$ cat config.mk
export PLATFORM = sky130hd
export DESIGN_NAME = uart_frame_and_baud_config
export DESIGN_NICKNAME = d
export VERILOG_FILES = /design/src/rtl/ufb_pkg.sv /design/src/rtl/ufb_baud_if.sv /design/src/rtl/ufb_baud_gen.sv /design/src/rtl/uart_frame_and_baud_config.sv
export SDC_FILE = /design/constraint.sdc
export NUM_CORES = 1
export LEC_CHECK = 0
export BUFFER_PORTS_ARGS = -buffer_cell sky130_fd_sc_hd__buf_4
export CORE_UTILIZATION = 53
export DETAILED_ROUTE_END_ITERATION = 8
export PLACE_DENSITY = 0.77
export SLEW_MARGIN = 20
export SYNTH_ARGS = -nofsm -noshare
export SYNTH_HDL_FRONTEND = slang
export SYNTH_HIERARCHICAL = 1
export SYNTH_SLANG_ARGS = --single-unit
export TNS_END_PERCENT = 1
$ cat constraint.sdc
create_clock -name ref_clk -period 5.2 [get_ports ref_clk]
set_input_delay 0 -clock ref_clk [delete_from_list [all_inputs] [get_ports ref_clk]]
set_output_delay 0 -clock ref_clk [all_outputs]
set_load 0.01 [all_outputs]
$ cat src/rtl/ufb_pkg.sv
// Constants, types and register map of the frame and baud configuration block.
// Assumes one clock domain and a byte-wide register port with 4-bit addresses.
// Overview of operation
// - Mode bit 0 selects seven or eight bits.
// - Mode bit 1 selects one or two stops.
// - Mode bit 2 selects odd or even parity.
// - Mode bit 3 enables parity generation and check.
// - Mode bit 4 gates transmit on clear-to-send.
// - Channel mode 00 runs both directions independently.
// - Channel mode 01 echoes received data back.
// - Mode 10 local loopback, 11 remote loopback.
// - Mode register clears on reset; bit5 reads one.
// - Clock select bit 7 picks baud source.
// - Internal source is system clock divided four.
// - Rate codes pick divisors 65536 down to 256.
// - Reference clocks yield 75 to 19200 baud.
// - Clock select clears on reset; bit3 reads one.
package ufb_pkg;
    // Register port.
    localparam int UFB_ADDR_W = 4;
    localparam int UFB_DATA_W = 8;
    localparam logic [UFB_ADDR_W-1:0] UFB_OFS_MODE = 4'h1;
    localparam logic [UFB_ADDR_W-1:0] UFB_OFS_CSR = 4'h5;
    localparam logic [UFB_DATA_W-1:0] UFB_MODE_RST = 8'h00;
    localparam logic [UFB_DATA_W-1:0] UFB_CSR_RST = 8'h00;
    localparam logic [UFB_DATA_W-1:0] UFB_MODE_ONES = 8'h20;
    localparam logic [UFB_DATA_W-1:0] UFB_CSR_ONES = 8'h08;
    localparam logic [UFB_DATA_W-1:0] UFB_RD_IDLE = 8'h00;
    // Field positions.
    localparam int UFB_M_LEN = 0;
    localparam int UFB_M_STOP = 1;
    localparam int UFB_M_PSENSE = 2;
    localparam int UFB_M_PEN = 3;
    localparam int UFB_M_CTS = 4;
    localparam int UFB_M_CH_LO = 6;
    localparam int UFB_CH_W = 2;
    localparam int UFB_C_SRC = 7;
    localparam int UFB_C_RX_LO = 4;
    localparam int UFB_C_TX_LO = 0;
    localparam int UFB_RATE_W = 3;
    // Baud source prescaler.
    localparam int UFB_PRESCALE = 4;
    localparam int UFB_PRE_W = 2;
    localparam logic [UFB_PRE_W-1:0] UFB_PRE_LAST = UFB_PRE_W'(UFB_PRESCALE - 1);
    localparam logic [UFB_PRE_W-1:0] UFB_PRE_RST = 2'h0;
    localparam int UFB_DIV_W = 16;
    // Frame composition in bits.
    localparam int UFB_FRM_W = 4;
    localparam logic [UFB_FRM_W-1:0] UFB_START_BITS = 4'h1;
    localparam logic [UFB_FRM_W-1:0] UFB_DATA7 = 4'h7;
    localparam logic [UFB_FRM_W-1:0] UFB_DATA8 = 4'h8;
    localparam logic [UFB_FRM_W-1:0] UFB_STOP1 = 4'h1;
    localparam logic [UFB_FRM_W-1:0] UFB_STOP2 = 4'h2;
    localparam logic [UFB_FRM_W-1:0] UFB_PAR_BITS = 4'h1;
    localparam logic [UFB_FRM_W-1:0] UFB_NO_BITS = 4'h0;
    localparam logic [UFB_FRM_W-1:0] UFB_FRAME_RST = 4'h9;
    localparam logic UFB_MARK = 1'b1;

    typedef enum logic [UFB_CH_W-1:0] {
        UFB_CH_NORMAL,
        UFB_CH_ECHO,
        UFB_CH_LOCAL,
        UFB_CH_REMOTE
    } ufb_chan_t;

    // Last count of each rate divisor; the 4.9152 MHz source gives 75..19200 baud.
    function automatic logic [UFB_DIV_W-1:0] ufb_div_last(input logic [UFB_RATE_W-1:0] code);
        case (code)
            3'h0: ufb_div_last = 16'hFFFF;
            3'h1: ufb_div_last = 16'h7FFF;
            3'h2: ufb_div_last = 16'h3FFF;
            3'h3: ufb_div_last = 16'h0FFF;
            3'h4: ufb_div_last = 16'h07FF;
            3'h5: ufb_div_last = 16'h03FF;
            3'h6: ufb_div_last = 16'h01FF;
            default: ufb_div_last = 16'h00FF;
        endcase
    endfunction
endpackage

$ cat src/rtl/ufb_baud_if.sv
// Link between the configuration logic and one bit rate divider.
// Assumes both ends sit on the same clock.
`timescale 1ns/1ps
`default_nettype none
interface ufb_baud_if;
    logic srcTick;
    logic clear;
    logic [ufb_pkg::UFB_RATE_W-1:0] rateCode;
    logic bitTick;
    modport gen (input srcTick, input clear, input rateCode, output bitTick);
    modport ctl (output srcTick, output clear, output rateCode, input bitTick);
endinterface
`default_nettype wire

$ cat src/rtl/ufb_baud_gen.sv
// One bit rate divider: counts source ticks and pulses once per bit time.
// Assumes source ticks are one-cycle pulses on the shared clock.
`timescale 1ns/1ps
`default_nettype none
module ufb_baud_gen
    import ufb_pkg::*;
#(
    parameter int DIV_W = UFB_DIV_W
) (
    // Clock, reset and enable
    input wire logic ref_clk,
    input wire logic rst_n,
    input wire logic clkEn,
    // Divider link
    ufb_baud_if.gen bif
);
    typedef struct packed {
        logic [DIV_W-1:0] cnt;
        logic tick;
    } ufb_gen_t;

    ufb_gen_t st_ff;
    ufb_gen_t nxt_st;
    logic [DIV_W-1:0] divLast;

    assign divLast = DIV_W'(ufb_div_last(bif.rateCode));

    // A raised rate code mid-period wraps at once instead of running the long way round.
    always_comb begin
        nxt_st = st_ff;
        nxt_st.tick = 1'b0;
        if (bif.clear) begin
            nxt_st.cnt = '0;
        end else if (bif.srcTick) begin
            if (st_ff.cnt >= divLast) begin
                nxt_st.cnt = '0;
                nxt_st.tick = 1'b1;
            end else begin
                nxt_st.cnt = st_ff.cnt + 1'b1;
            end
        end
    end

    // State register, frozen while the clock enable is low.
    always_ff @(posedge ref_clk) begin
        if (!rst_n) begin
            st_ff <= '0;
        end else if (clkEn) begin
            st_ff <= nxt_st;
        end
    end

    assign bif.bitTick = st_ff.tick;

    // The last source tick of a period must produce the bit pulse.
    rate_wrap_a: assert property (@(posedge ref_clk) disable iff (!rst_n)
        clkEn && bif.srcTick && !bif.clear && st_ff.cnt >= divLast |=> bif.bitTick && st_ff.cnt == '0)
        else $error("bit pulse missing at divisor end");

    // A new bit pulse always follows an enabled source tick; a frozen pulse is not new.
    tick_cause_a: assert property (@(posedge ref_clk) disable iff (!rst_n)
        $rose(bif.bitTick) |-> $past(bif.srcTick) && $past(clkEn) && !$past(bif.clear))
        else $error("bit pulse without source tick");
endmodule
`default_nettype wire

$ cat src/rtl/uart_frame_and_baud_config.sv
// Frame format, channel mode routing and baud source selection of the serial port.
// Assumes neighbouring shifters consume the registered configuration and bit ticks.
`timescale 1ns/1ps
`default_nettype none
module uart_frame_and_baud_config
    import ufb_pkg::*;
(
    // Clock, reset and enable
    input wire logic ref_clk,
    input wire logic rst_n,
    input wire logic clkEn,
    input wire logic cpuResetReq,
    // Register port
    input wire logic [UFB_ADDR_W-1:0] regAddr,
    input wire logic [UFB_DATA_W-1:0] regWrData,
    input wire logic regWrEn,
    input wire logic regRdEn,
    output logic [UFB_DATA_W-1:0] regRdData,
    // Baud clock pin
    input wire logic ext_baud_clock_in,
    // Serial lines and shifter side
    input wire logic rxdPin,
    input wire logic txShiftOut,
    output logic txdPin,
    output logic rxShiftIn,
    // Transmit gating
    input wire logic clear_to_send_low,
    input wire logic txCharReady,
    output logic txStartOk,
    // Frame configuration to shifters
    output logic charEightBits,
    output logic twoStopBits,
    output logic parityEnable,
    output logic parityEven,
    output logic [UFB_FRM_W-1:0] frameBitCount,
    // Bit rate ticks
    output logic rxBitTick,
    output logic txBitTick
);
    typedef struct packed {
        // Software sees these two.
        logic [UFB_DATA_W-1:0] modeReg;
        logic [UFB_DATA_W-1:0] csrReg;
        // These count and watch the source.
        logic [UFB_PRE_W-1:0] preCnt;
        logic extPrev;
        // Read data last one cycle.
        logic [UFB_DATA_W-1:0] rdData;
        // Lines leave through flops.
        logic txd;
        logic rxIn;
        // These follow the mode register.
        logic txOk;
        logic eight;
        logic twoStop;
        logic parEn;
        logic parEven;
        logic [UFB_FRM_W-1:0] frameBits;
        // Ticks leave a cycle late.
        logic rxTick;
        logic txTick;
    } ufb_top_t;

    ufb_top_t st_ff;
    ufb_top_t nxt_st;
    ufb_chan_t chan;
    logic srcTick;

    ufb_baud_if rxIf ();
    ufb_baud_if txIf ();

    // Decoded channel mode.
    assign chan = ufb_chan_t'(st_ff.modeReg[UFB_M_CH_LO +: UFB_CH_W]);

    // Source tick: system clock over four, or a rising edge of the external pin.
    // The pin is far slower than the clock, so a single edge register suffices.
    always_comb begin
        if (st_ff.csrReg[UFB_C_SRC]) begin
            srcTick = ext_baud_clock_in && !st_ff.extPrev;
        end else begin
            srcTick = (st_ff.preCnt == UFB_PRE_LAST);
        end
    end

    // Both dividers share the source; each takes its own rate field.
    assign rxIf.srcTick = srcTick;
    assign rxIf.clear = cpuResetReq;
    assign rxIf.rateCode = st_ff.csrReg[UFB_C_RX_LO +: UFB_RATE_W];
    assign txIf.srcTick = srcTick;
    assign txIf.clear = cpuResetReq;
    assign txIf.rateCode = st_ff.csrReg[UFB_C_TX_LO +: UFB_RATE_W];

    ufb_baud_gen #(
        .DIV_W(UFB_DIV_W)
    ) rxGen (
        .ref_clk(ref_clk),
        .rst_n(rst_n),
        .clkEn(clkEn),
        .bif(rxIf)
    );

    ufb_baud_gen #(
        .DIV_W(UFB_DIV_W)
    ) txGen (
        .ref_clk(ref_clk),
        .rst_n(rst_n),
        .clkEn(clkEn),
        .bif(txIf)
    );

    // Next-state logic for registers, prescaler, routing and frame outputs.
    always_comb begin
        nxt_st = st_ff;
        // The prescaler runs on either source; gating it would save little.
        // The pin level is kept so an edge shows up in the cycle the pin first reads high.
        nxt_st.preCnt = st_ff.preCnt + 1'b1;
        nxt_st.extPrev = ext_baud_clock_in;

        // Read data stand for one cycle only; unmapped addresses read zero.
        nxt_st.rdData = UFB_RD_IDLE;
        if (regRdEn) begin
            if (regAddr == UFB_OFS_MODE) begin
                nxt_st.rdData = st_ff.modeReg | UFB_MODE_ONES;
            end else if (regAddr == UFB_OFS_CSR) begin
                nxt_st.rdData = st_ff.csrReg | UFB_CSR_ONES;
            end
        end

        // Writes are taken in any enabled cycle; the shifters see the change a cycle later.
        if (regWrEn) begin
            if (regAddr == UFB_OFS_MODE) begin
                nxt_st.modeReg = regWrData & ~UFB_MODE_ONES;
            end else if (regAddr == UFB_OFS_CSR) begin
                nxt_st.csrReg = regWrData & ~UFB_CSR_ONES;
            end
        end

        // The reset instruction beats a write in the same cycle.
        if (cpuResetReq) begin
            nxt_st.modeReg = UFB_MODE_RST;
            nxt_st.csrReg = UFB_CSR_RST;
            nxt_st.preCnt = UFB_PRE_RST;
        end

        // Frame format outputs.
        nxt_st.eight = st_ff.modeReg[UFB_M_LEN];
        nxt_st.twoStop = st_ff.modeReg[UFB_M_STOP];
        nxt_st.parEn = st_ff.modeReg[UFB_M_PEN];
        nxt_st.parEven = st_ff.modeReg[UFB_M_PSENSE] && st_ff.modeReg[UFB_M_PEN];
        nxt_st.frameBits = UFB_START_BITS
            + (st_ff.modeReg[UFB_M_LEN] ? UFB_DATA8 : UFB_DATA7)
            + (st_ff.modeReg[UFB_M_PEN] ? UFB_PAR_BITS : UFB_NO_BITS)
            + (st_ff.modeReg[UFB_M_STOP] ? UFB_STOP2 : UFB_STOP1);

        // Clear-to-send gating only matters when enabled in the mode register.
        nxt_st.txOk = txCharReady && (!st_ff.modeReg[UFB_M_CTS] || !clear_to_send_low);

        // Channel mode routing of the serial lines.
        case (chan)
            // Each direction goes its own way.
            UFB_CH_NORMAL: begin
                nxt_st.txd = txShiftOut;
                nxt_st.rxIn = rxdPin;
            end
            // The line comes back and is still received.
            UFB_CH_ECHO: begin
                nxt_st.txd = rxdPin;
                nxt_st.rxIn = rxdPin;
            end
            // The transmitter talks to its own receiver.
            UFB_CH_LOCAL: begin
                nxt_st.txd = UFB_MARK;
                nxt_st.rxIn = txShiftOut;
            end
            // The far end hears itself; the receiver rests.
            default: begin
                nxt_st.txd = rxdPin;
                nxt_st.rxIn = UFB_MARK;
            end
        endcase

        // Bit ticks pass out through a register so every output comes from a flop.
        nxt_st.rxTick = rxIf.bitTick;
        nxt_st.txTick = txIf.bitTick;
    end

    // State register; lines rest at mark and the frame shows its reset length.
    always_ff @(posedge ref_clk) begin
        if (!rst_n) begin
            st_ff <= '0;
            st_ff.txd <= UFB_MARK;
            st_ff.rxIn <= UFB_MARK;
            st_ff.frameBits <= UFB_FRAME_RST;
        end else if (clkEn) begin
            st_ff <= nxt_st;
        end
    end

    // Outputs straight from the state register.
    assign regRdData = st_ff.rdData;
    assign txdPin = st_ff.txd;
    assign rxShiftIn = st_ff.rxIn;
    assign txStartOk = st_ff.txOk;
    assign charEightBits = st_ff.eight;
    assign twoStopBits = st_ff.twoStop;
    assign parityEnable = st_ff.parEn;
    assign parityEven = st_ff.parEven;
    assign frameBitCount = st_ff.frameBits;
    assign rxBitTick = st_ff.rxTick;
    assign txBitTick = st_ff.txTick;

    // Character length output follows mode bit 0.
    char_len_a: assert property (@(posedge ref_clk) disable iff (!rst_n)
        clkEn |=> charEightBits == $past(st_ff.modeReg[UFB_M_LEN]))
        else $error("character length output wrong");

    // Frame length counts start, data, parity and stop bits.
    frame_len_a: assert property (@(posedge ref_clk) disable iff (!rst_n)
        clkEn && !st_ff.modeReg[UFB_M_LEN] && !st_ff.modeReg[UFB_M_PEN] && st_ff.modeReg[UFB_M_STOP]
        |=> frameBitCount == UFB_FRAME_RST + UFB_STOP1 && twoStopBits)
        else $error("frame length wrong for two stop bits");

    // Parity sense stays low while parity is off.
    par_sense_a: assert property (@(posedge ref_clk) disable iff (!rst_n)
        !parityEnable |-> !parityEven)
        else $error("parity sense active with parity off");

    // Parity enable follows mode bit 3 and adds one frame bit.
    par_enable_a: assert property (@(posedge ref_clk) disable iff (!rst_n)
        clkEn |=> parityEnable == $past(st_ff.modeReg[UFB_M_PEN]))
        else $error("parity enable output wrong");

    // A gated transmitter waits while clear-to-send is high.
    cts_hold_a: assert property (@(posedge ref_clk) disable iff (!rst_n)
        clkEn && st_ff.modeReg[UFB_M_CTS] && clear_to_send_low |=> !txStartOk)
        else $error("transmit started without clear to send");

    // Ungated transmitter starts whenever a character is ready.
    cts_free_a: assert property (@(posedge ref_clk) disable iff (!rst_n)
        clkEn && !st_ff.modeReg[UFB_M_CTS] && txCharReady |=> txStartOk)
        else $error("ungated transmit held off");

    // Normal mode keeps both directions independent.
    chan_normal_a: assert property (@(posedge ref_clk) disable iff (!rst_n)
        clkEn && chan == UFB_CH_NORMAL |=> txdPin == $past(txShiftOut) && rxShiftIn == $past(rxdPin))
        else $error("normal mode routing wrong");

    // Auto echo retransmits and still delivers received data.
    chan_echo_a: assert property (@(posedge ref_clk) disable iff (!rst_n)
        clkEn && chan == UFB_CH_ECHO |=> txdPin == $past(rxdPin) && rxShiftIn == $past(rxdPin))
        else $error("auto echo routing wrong");

    // Local loopback feeds the receiver and holds the line at mark.
    chan_local_a: assert property (@(posedge ref_clk) disable iff (!rst_n)
        clkEn && chan == UFB_CH_LOCAL |=> txdPin == UFB_MARK && rxShiftIn == $past(txShiftOut))
        else $error("local loopback routing wrong");

    // Remote loopback returns the line and hides it from the receiver.
    chan_remote_a: assert property (@(posedge ref_clk) disable iff (!rst_n)
        clkEn && chan == UFB_CH_REMOTE |=> txdPin == $past(rxdPin) && rxShiftIn == UFB_MARK)
        else $error("remote loopback routing wrong");

    // The reset instruction clears both registers.
    cpu_reset_a: assert property (@(posedge ref_clk) disable iff (!rst_n)
        clkEn && cpuResetReq |=> st_ff.modeReg == UFB_MODE_RST && st_ff.csrReg == UFB_CSR_RST)
        else $error("reset instruction did not clear registers");

    // Mode read shows the stored bits with the unused bit set.
    mode_read_a: assert property (@(posedge ref_clk) disable iff (!rst_n)
        clkEn && regRdEn && regAddr == UFB_OFS_MODE |=> regRdData == ($past(st_ff.modeReg) | UFB_MODE_ONES))
        else $error("mode read back wrong");

    // Clock select read shows the stored bits with the unused bit set.
    csr_read_a: assert property (@(posedge ref_clk) disable iff (!rst_n)
        clkEn && regRdEn && regAddr == UFB_OFS_CSR |=> regRdData == ($past(st_ff.csrReg) | UFB_CSR_ONES))
        else $error("clock select read back wrong");

    // External source ticks only on a rising pin edge.
    ext_edge_a: assert property (@(posedge ref_clk) disable iff (!rst_n)
        $past(clkEn) && st_ff.csrReg[UFB_C_SRC] && srcTick |-> !$past(ext_baud_clock_in))
        else $error("external tick without rising edge");

    // Internal source ticks once every four enabled cycles.
    pre_div_a: assert property (@(posedge ref_clk) disable iff (!rst_n)
        (srcTick && clkEn && !cpuResetReq && !regWrEn && !st_ff.csrReg[UFB_C_SRC])
        ##1 (clkEn && !cpuResetReq && !regWrEn && !st_ff.csrReg[UFB_C_SRC] && !srcTick)[*3]
        |=> srcTick)
        else $error("internal prescaler not dividing by four");

    // Stop bit output follows mode bit 1.
    two_stop_a: assert property (@(posedge ref_clk) disable iff (!rst_n)
        clkEn |=> twoStopBits == $past(st_ff.modeReg[UFB_M_STOP]))
        else $error("stop bit output wrong");

    // Even parity needs both the sense bit and the enable bit.
    par_even_a: assert property (@(posedge ref_clk) disable iff (!rst_n)
        clkEn |=> parityEven == ($past(st_ff.modeReg[UFB_M_PSENSE]) && $past(st_ff.modeReg[UFB_M_PEN])))
        else $error("parity sense output wrong");

    // Eight bits, parity and one stop make an eleven-bit frame.
    frame_par_a: assert property (@(posedge ref_clk) disable iff (!rst_n)
        clkEn && st_ff.modeReg[UFB_M_LEN] && st_ff.modeReg[UFB_M_PEN] && !st_ff.modeReg[UFB_M_STOP]
        |=> frameBitCount == UFB_START_BITS + UFB_DATA8 + UFB_PAR_BITS + UFB_STOP1)
        else $error("frame length wrong with parity");

    // A mode write lands without its unused bit.
    mode_write_a: assert property (@(posedge ref_clk) disable iff (!rst_n)
        clkEn && regWrEn && regAddr == UFB_OFS_MODE && !cpuResetReq
        |=> st_ff.modeReg == ($past(regWrData) & ~UFB_MODE_ONES))
        else $error("mode write lost");

    // A clock select write lands without its unused bit.
    csr_write_a: assert property (@(posedge ref_clk) disable iff (!rst_n)
        clkEn && regWrEn && regAddr == UFB_OFS_CSR && !cpuResetReq
        |=> st_ff.csrReg == ($past(regWrData) & ~UFB_CSR_ONES))
        else $error("clock select write lost");

    // Read data drop to zero once the strobe is gone.
    // A stale byte would look like a second read to software.
    read_idle_a: assert property (@(posedge ref_clk) disable iff (!rst_n)
        clkEn && !regRdEn |=> regRdData == UFB_RD_IDLE)
        else $error("read data held too long");

    // Each bit tick leaves one cycle after its divider pulse.
    tick_out_a: assert property (@(posedge ref_clk) disable iff (!rst_n)
        clkEn |=> rxBitTick == $past(rxIf.bitTick) && txBitTick == $past(txIf.bitTick))
        else $error("bit tick output misplaced");

    // A gated transmitter starts once clear-to-send is low.
    cts_open_a: assert property (@(posedge ref_clk) disable iff (!rst_n)
        clkEn && st_ff.modeReg[UFB_M_CTS] && !clear_to_send_low && txCharReady |=> txStartOk)
        else $error("gated transmit not released");

    // Nothing starts without a character ready.
    no_char_a: assert property (@(posedge ref_clk) disable iff (!rst_n)
        clkEn && !txCharReady |=> !txStartOk)
        else $error("transmit started with no character");

    // The reset instruction restarts the prescaler.
    // Clearing it gives the dividers a known phase afterwards.
    pre_clear_a: assert property (@(posedge ref_clk) disable iff (!rst_n)
        clkEn && cpuResetReq |=> st_ff.preCnt == UFB_PRE_RST)
        else $error("prescaler not cleared");
endmodule
`default_nettype wire

# --- Word level (Yosys, flattened, before mapping) ---
# Index checks and enable logic that the tools add are counted.
word_totals:
  reg_bits: 74
  word_cells: 87
  inputBits: 23
  out_inout_bits: 21
op_classes:
  n_lt_le_gt_ge: 2
  n_eq_ne: 18
  mux: 25
  n_reduce_logical: 17
  n_addsub: 6
op_table:
  columns: ["op", "count"]
  rows:
  - ["16-bit one-hot mux with 7 select lines", 2]
  - ["16-bit two-way mux", 5]
  - ["8-bit two-way mux", 6]
  - ["17-bit two-way mux", 2]
  - ["16-bit by 1-bit adder with 16-bit output, second input constant", 2]
  - ["16-bit >= comparator", 2]
  - ["3-bit equality test, second input constant", 6]
  - ["18-bit two-way mux", 1]
  - ["3-bit by 2-bit equality test with 1-bit output, second input constant", 4]
  - ["2-bit nonzero test", 4]
  - ["3-bit by 1-bit equality test with 1-bit output, second input constant", 2]
  - ["3-bit logical NOT", 2]
  - ["1-bit two-way mux", 6]
  - ["2-bit one-hot mux with 3 select lines", 1]
  - ["1-bit by 4-bit adder with 4-bit output, first input constant", 1]
  - ["4-bit by 1-bit adder with 4-bit output", 1]
  - ["4-bit by 2-bit adder with 4-bit output", 1]
  - ["2-bit equality test, second input constant", 2]
  - ["4-bit by 1-bit equality test with 1-bit output, second input constant", 1]
  - ["4-bit by 3-bit equality test with 1-bit output, second input constant", 1]
  - ["4-bit two-way mux", 1]
  - ["4-bit AND reduction", 1]
  - ["1-bit logical AND", 3]
  - ["1-bit logical NOT", 3]
  - ["8 further kinds", 8]

# --- Longest topological paths before layout ---
logic_depth:
  depth_word: 6
  mapped_depth: 9
  depth_no_buf: 8

# --- Hierarchy ---
# Netlist, hierarchy kept.
by_module_without_submodules:
  columns: ["mod", "area_each_um2", "n_inst", "cells_per_inst", "seq_area_each_um2"]
  rows:
  - ["uart_frame_and_baud_config", 1848.0, 1, 190, 760.7]
  - ["ufb_baud_gen at rxGen", 1207.4, 1, 147, 340.3]
  - ["ufb_baud_gen at txGen", 1131.1, 1, 131, 340.3]

# --- Worst setup path before layout ---
# No wires, ideal clock.
synth_timing:
  kind: "reg2reg"
  from: "reg st_ff[26] (netlist name)"
  to: "reg txGen/st_ff[15] (netlist bit)"
  arrival_ns: 2.241
  setup_slack_ns: 2.888
  path_buffers: 1
  required_ns: 5.128
  stages_incl_launch_ff: 10
  synth_period_minus_slack_ns: 2.312
  setup_time_ns: 0.072
  cell_sequence: "dfxtp_1 > or3_1 > ha_1 > nand4_1 > nor2_1 > a32o_2 > nor4b_4 > buf_6 > nand4_1 > mux2i_1"
synth_rtl:
  columns: ["element", "line_no", "source"]
  rows:
  - ["end signal: assignment", "ufb_baud_gen.sv:49", "st_ff <= nxt_st;"]
  - ["end: declaration", "ufb_baud_gen.sv:22", "ufb_gen_t st_ff;"]

# --- Worst setup path in the final report ---
layout_timing:
  from: "reg st_ff (netlist bit rxIf.rateCode[2])"
  to: "reg rxGen/st_ff[10] (netlist bit)"
layout_between:
  elab_chain_cells: 6
  elab_cells_between_ends: 12
  classes_between: "1 x order compare; 6 x eq/ne; 4 x mux; 1 x reduce/logical"
layout_lines:
  columns: ["element", "line_no", "source"]
  rows:
  - ["start: declaration", "uart_frame_and_baud_config.sv:64", "ufb_top_t st_ff;"]
  - ["start signal: assignment", "uart_frame_and_baud_config.sv:195", "st_ff <= nxt_st;"]
  - ["3-bit equality test, or another cell as far along", "ufb_pkg.sv:68", "case (code)"]
  - ["16-bit one-hot mux with 7 select lines (*)", "ufb_pkg.sv:68", null]
  - ["16-bit >= comparator (*)", "ufb_baud_gen.sv:35", "if (st_ff.cnt >= divLast) begin"]
  - ["16-bit two-way mux (*)", "ufb_baud_gen.sv:35", null]
  - ["17-bit two-way mux (*)", "ufb_baud_gen.sv:34", "end else if (bif.srcTick) begin"]
  - ["16-bit two-way mux (*)", "ufb_baud_gen.sv:32", "if (bif.clear) begin"]
  - ["end signal: assignment", "ufb_baud_gen.sv:49", null]
  - ["end: declaration", "ufb_baud_gen.sv:22", null]
# Mark *: on every way between the ends. The rest lies on a longest branch, timed or not. The select of a mux whose other input is x is not followed.
# A chain may end at the register's enable or synchronous reset.

==> impl_results.md <==
* Status: completed
* Gr usage total at 0.232
* Htree depth at 3
* Setup crit end: rxGen/st_ff[10]
* FF+latch count, synth at roughly 70
* Combinational power share at 0.065
* Die width at slightly above 90 um
* Initial Util at 0.545
* Critical path depth at 7
* Post-CTS Setup Bufs at 0
* Worst setup SP type: register
* Crit Path Class: register to register
* Vias in the first global route at between 3000 and 4000
* Port-buffer cells at 43
* Share of power burned in registers at 0.489
* Final ANT Viol Nets at 0
* WHS Path Cells at 3
* Hold Path Class: input port to register
* Buffers plus inverters on the worst setup path at 0
* WL final at between 9000 and 10000 um
* P&R area growth vs syn at 13.5%
* Worst EP required at 5.46 ns
* Top cell family by delay on the critical path: simple AND/OR/NAND/NOR gates
* Diode count at 0
* Initial antenna violation count at 0
* Final-report hold violation count at 0
* Initial DRC count at between 150 and 200
* Vias after detailed routing at 3611
* Non-filler cells, final at ~600
* Die Ht at roughly 90 um
* Worst Path Max Fanout at 15
* PD cells at 240 nW/um^2
* Clk_skew at ~0.012 ns
* I/O pin count at 44
* First-pass GRT wire length at ~16000 um
* P_leak at roughly 1.8 nW
* R2R cell count at 7
* GRT Residual Overflow at 0
* CTS tree: built
* Cells after DPL at just under 600
* Clock sinks at 72
* Synth cell types at 76
* FF/Latch Area at 1440 um^2
* Sw Ratio at 0.241
* Area of the multi-input gates at between 2000 and 2500 um^2
* Slew Viols, Final at 0
* Detailed Place HPWL at ~6300 um
* Vias/cell at 5.96
* Max stage delay on crit path at 0.63 ns
* RSZ-0062 raised after global routing: no
* Post-synth ARST share at 0
* Routability Congestion at 0.820
* Synthesized area per cell at between 8 and 9 um^2
* Crit path launch: rxIf.rateCode[2]
* Period utilisation layout at 0.544
* Final setup fails at 0
* Clk pwr share at 0.445
* Core area at 7690 um^2
* CTS Hold Bufs at 12
* Worst path cell trace: or3_1 -> ha_1 -> nand4_1 -> nor4_2 -> a221oi_4 -> nand3_2 -> o311ai_1
* Share of cells above drive strength 1 at 0.183
* Cell row count at 32
* Psw at between 0.2 and 0.3 mW
* Die area at approximately 8300 um^2
* DR DRC count at 0
* RR Endpoint: rxGen/st_ff[10]
* CTS root buffer: clkbuf_8
* Seq/Total Area, Yosys at 0.344
* Max-cap violation count at 0
* Main synth FF type: dfxtp_1
* Number of synthesized flops with an enable pin at 0
* Layout Nets at between 500 and 600
* Setup TNS at 0 ns
* Critical Path End Type: register
* Slew at the pin with the worst max-slew slack at around 0.78 ns
* Post-cts sizing count at 0
* Num CTS Buffers at 9
* CTS max path bufs at 2
* Mapped cell area at 4190 um^2
* Pint at ~0.86 mW
* Slew headroom at 0.480
* Clock-pin slew on the worst setup and hold paths at 0.09 ns
* Layout fillers at around 680
* Avg WL per Cell at 15.5 um
* Largest net degree at the start of global routing at 40
* Tmin final at 2.83 ns
* Syn nets at a little over 500
* Reg2reg setup slack at around 2.4 ns
* Slowest CP cell: a221oi_4
* Max Freq at around 350 MHz
* RR Startpoint: rxIf.rateCode[2]
* Clock latency on the worst-skew pair at ~0.35 ns
* Warnings from Yosys at 6
* Mapped Cells at approximately 470
* Pre-Repair DR Iteration Count at 5
* Peak supply drop at 0.117 mV
* Worst Path Arrival at 3.08 ns
==> cell usage after synthesis (3+ instances only) <==
master / n / area share
and2_1: 11 / 0.016
ha_1: 23 / 0.069
nand2_1: 47 / 0.042
o21ai_0: 23 / 0.027
xor2_1: 4 / 0.0084
a21oi_1: 10 / 0.012
inv_1: 29 / 0.026
a32o_1: 7 / 0.017
or2_2: 4 / 0.0060
mux2i_1: 15 / 0.036
and3_2: 3 / 0.0054
nand4_1: 12 / 0.018
nand3_1: 42 / 0.050
or3_1: 5 / 0.0075
dfxtp_1: 72 / 0.34
clkbuf_1: 10 / 0.0090
o22ai_1: 3 / 0.0045
a41oi_1: 3 / 0.0063
buf_4: 12 / 0.022
a21o_2: 3 / 0.0063
o21ai_1: 3 / 0.0036
o21a_1: 5 / 0.0090
buf_2: 6 / 0.0072
xnor2_1: 5 / 0.010
o32ai_1: 5 / 0.010
nor3_1: 4 / 0.0048
o211ai_1: 4 / 0.0072
a21boi_0: 7 / 0.013
o311ai_1: 6 / 0.013
nor2b_1: 12 / 0.018
and3_1: 3 / 0.0045
nor2_1: 8 / 0.0072
buf_6: 5 / 0.013
a21o_1: 3 / 0.0054
a32oi_1: 3 / 0.0063
nor4_1: 3 / 0.0045
==> cell families (layout without fill, tap and decap cells) <==
kind of cell | Yosys count | count (layout) | share of synthesized area
AO/OA/AOI/OAI | 106 | 106 | 0.202
buffers and inverters | 66 | 102 | 0.0828
multiplexers | 15 | 15 | 0.0359
flip-flops | 72 | 72 | 0.344
XOR/XNOR | 9 | 9 | 0.0188
AND/OR/NAND/NOR | 176 | 176 | 0.243
adder cells (fa/ha/maj) | 24 | 24 | 0.0735
==> metal layers <==
| layer | part of all wire | vias to the layer above | GRT usage |
|---|---|---|---|
| met2 | 0.49 | 89 | 0.386 |
| met4 | 0.028 | 0 | 0.106 |
| met5 | 0 | - | 0 |
| li1 | - | 1756 | - |
| met3 | 0.045 | 24 | 0.0396 |
| met1 | 0.44 | 1742 | 0.291 |
==> worst min path at each step <==
stage / from / endpoint / slack [ns]
after floorplan: clkEn / rxGen/bif.bitTick / 0.10
after global placement: regWrData[5] / rxIf.rateCode[1] / 0.23
after detailed placement: regWrData[5] / rxIf.rateCode[1] / 0.23
after CTS: rxdPin / rxShiftIn / 0.02
after global routing: cpuResetReq / st_ff[23] / 0.06
final: rxdPin / rxShiftIn / 0.04
==> cells in the final DEF (no fill, tap or decap), drive strengths merged, types with 12 or more instances in the layout <==
cell	instances
dlygate4sd3	12
nand4	12
ha	23
o21ai	26
dfxtp	72
inv	33
and2	12
buf	43
mux2i	15
nand2	47
nor2b	12
nand3	43
==> worst register-to-register path, cell delays in order (launching register included) <==
cell and delay, ns:
dfxtp_1 0.39, or3_1 0.39, ha_1 0.34, nand4_1 0.15, nor4_2 0.08, a221oi_4 0.63, nand3_2 0.40, o311ai_1 0.36
==> per-stage QoR <==
stage / setup WS, ns / area (um^2) / util / hold slack (ns) / total power, mW
after floorplan: 2.89 / 4190 / - / 0.101 / 0.610
after global placement: 2.46 / 4410 / 0.573 / 0.227 / 0.635
after detailed placement: 2.40 / 4410 / 0.573 / 0.230 / 0.637
after CTS: 2.40 / 4750 / 0.618 / 0.0150 / 1.15
after global routing: 2.20 / 4750 / 0.618 / 0.0594 / 1.18
final: 2.37 / 4750 / 0.618 / 0.0381 / 1.14
==> power groups by stage <==
stage          registers [mW]  clock network, mW  logic [mW]
2_1_floorplan           0.571                  0      0.0391
3_3_place_gp            0.570                  0      0.0648
3_5_place_dp            0.571                  0      0.0661
4_1_cts                 0.558              0.515      0.0735
5_1_grt                 0.558              0.539      0.0799
6_report                0.558              0.508      0.0743
==> final cells by class <==
| cell class | instances | share of cell area |
|---|---|---|
| multi-input combinational | 330 | 0.505 |
| clock buffer | 9 | 0.0261 |
| timing repair buffer | 55 | 0.0932 |
| sequential | 72 | 0.303 |
| clock inverter | 7 | 0.0213 |
| inverter | 31 | 0.0245 |
| tap | 102 | 0.0269 |
==> registers in the layout, indices dropped and copies added (netlist names), 2 cells and up <==
name           flops
rxGen/st_ff       16
txGen/st_ff       16
st_ff              9
regRdData          8
frameBitCount      4
nxt_st             3
rxIf.rateCode      3
chan               2
No activity file was read; power rests on OpenSTA's default activity.
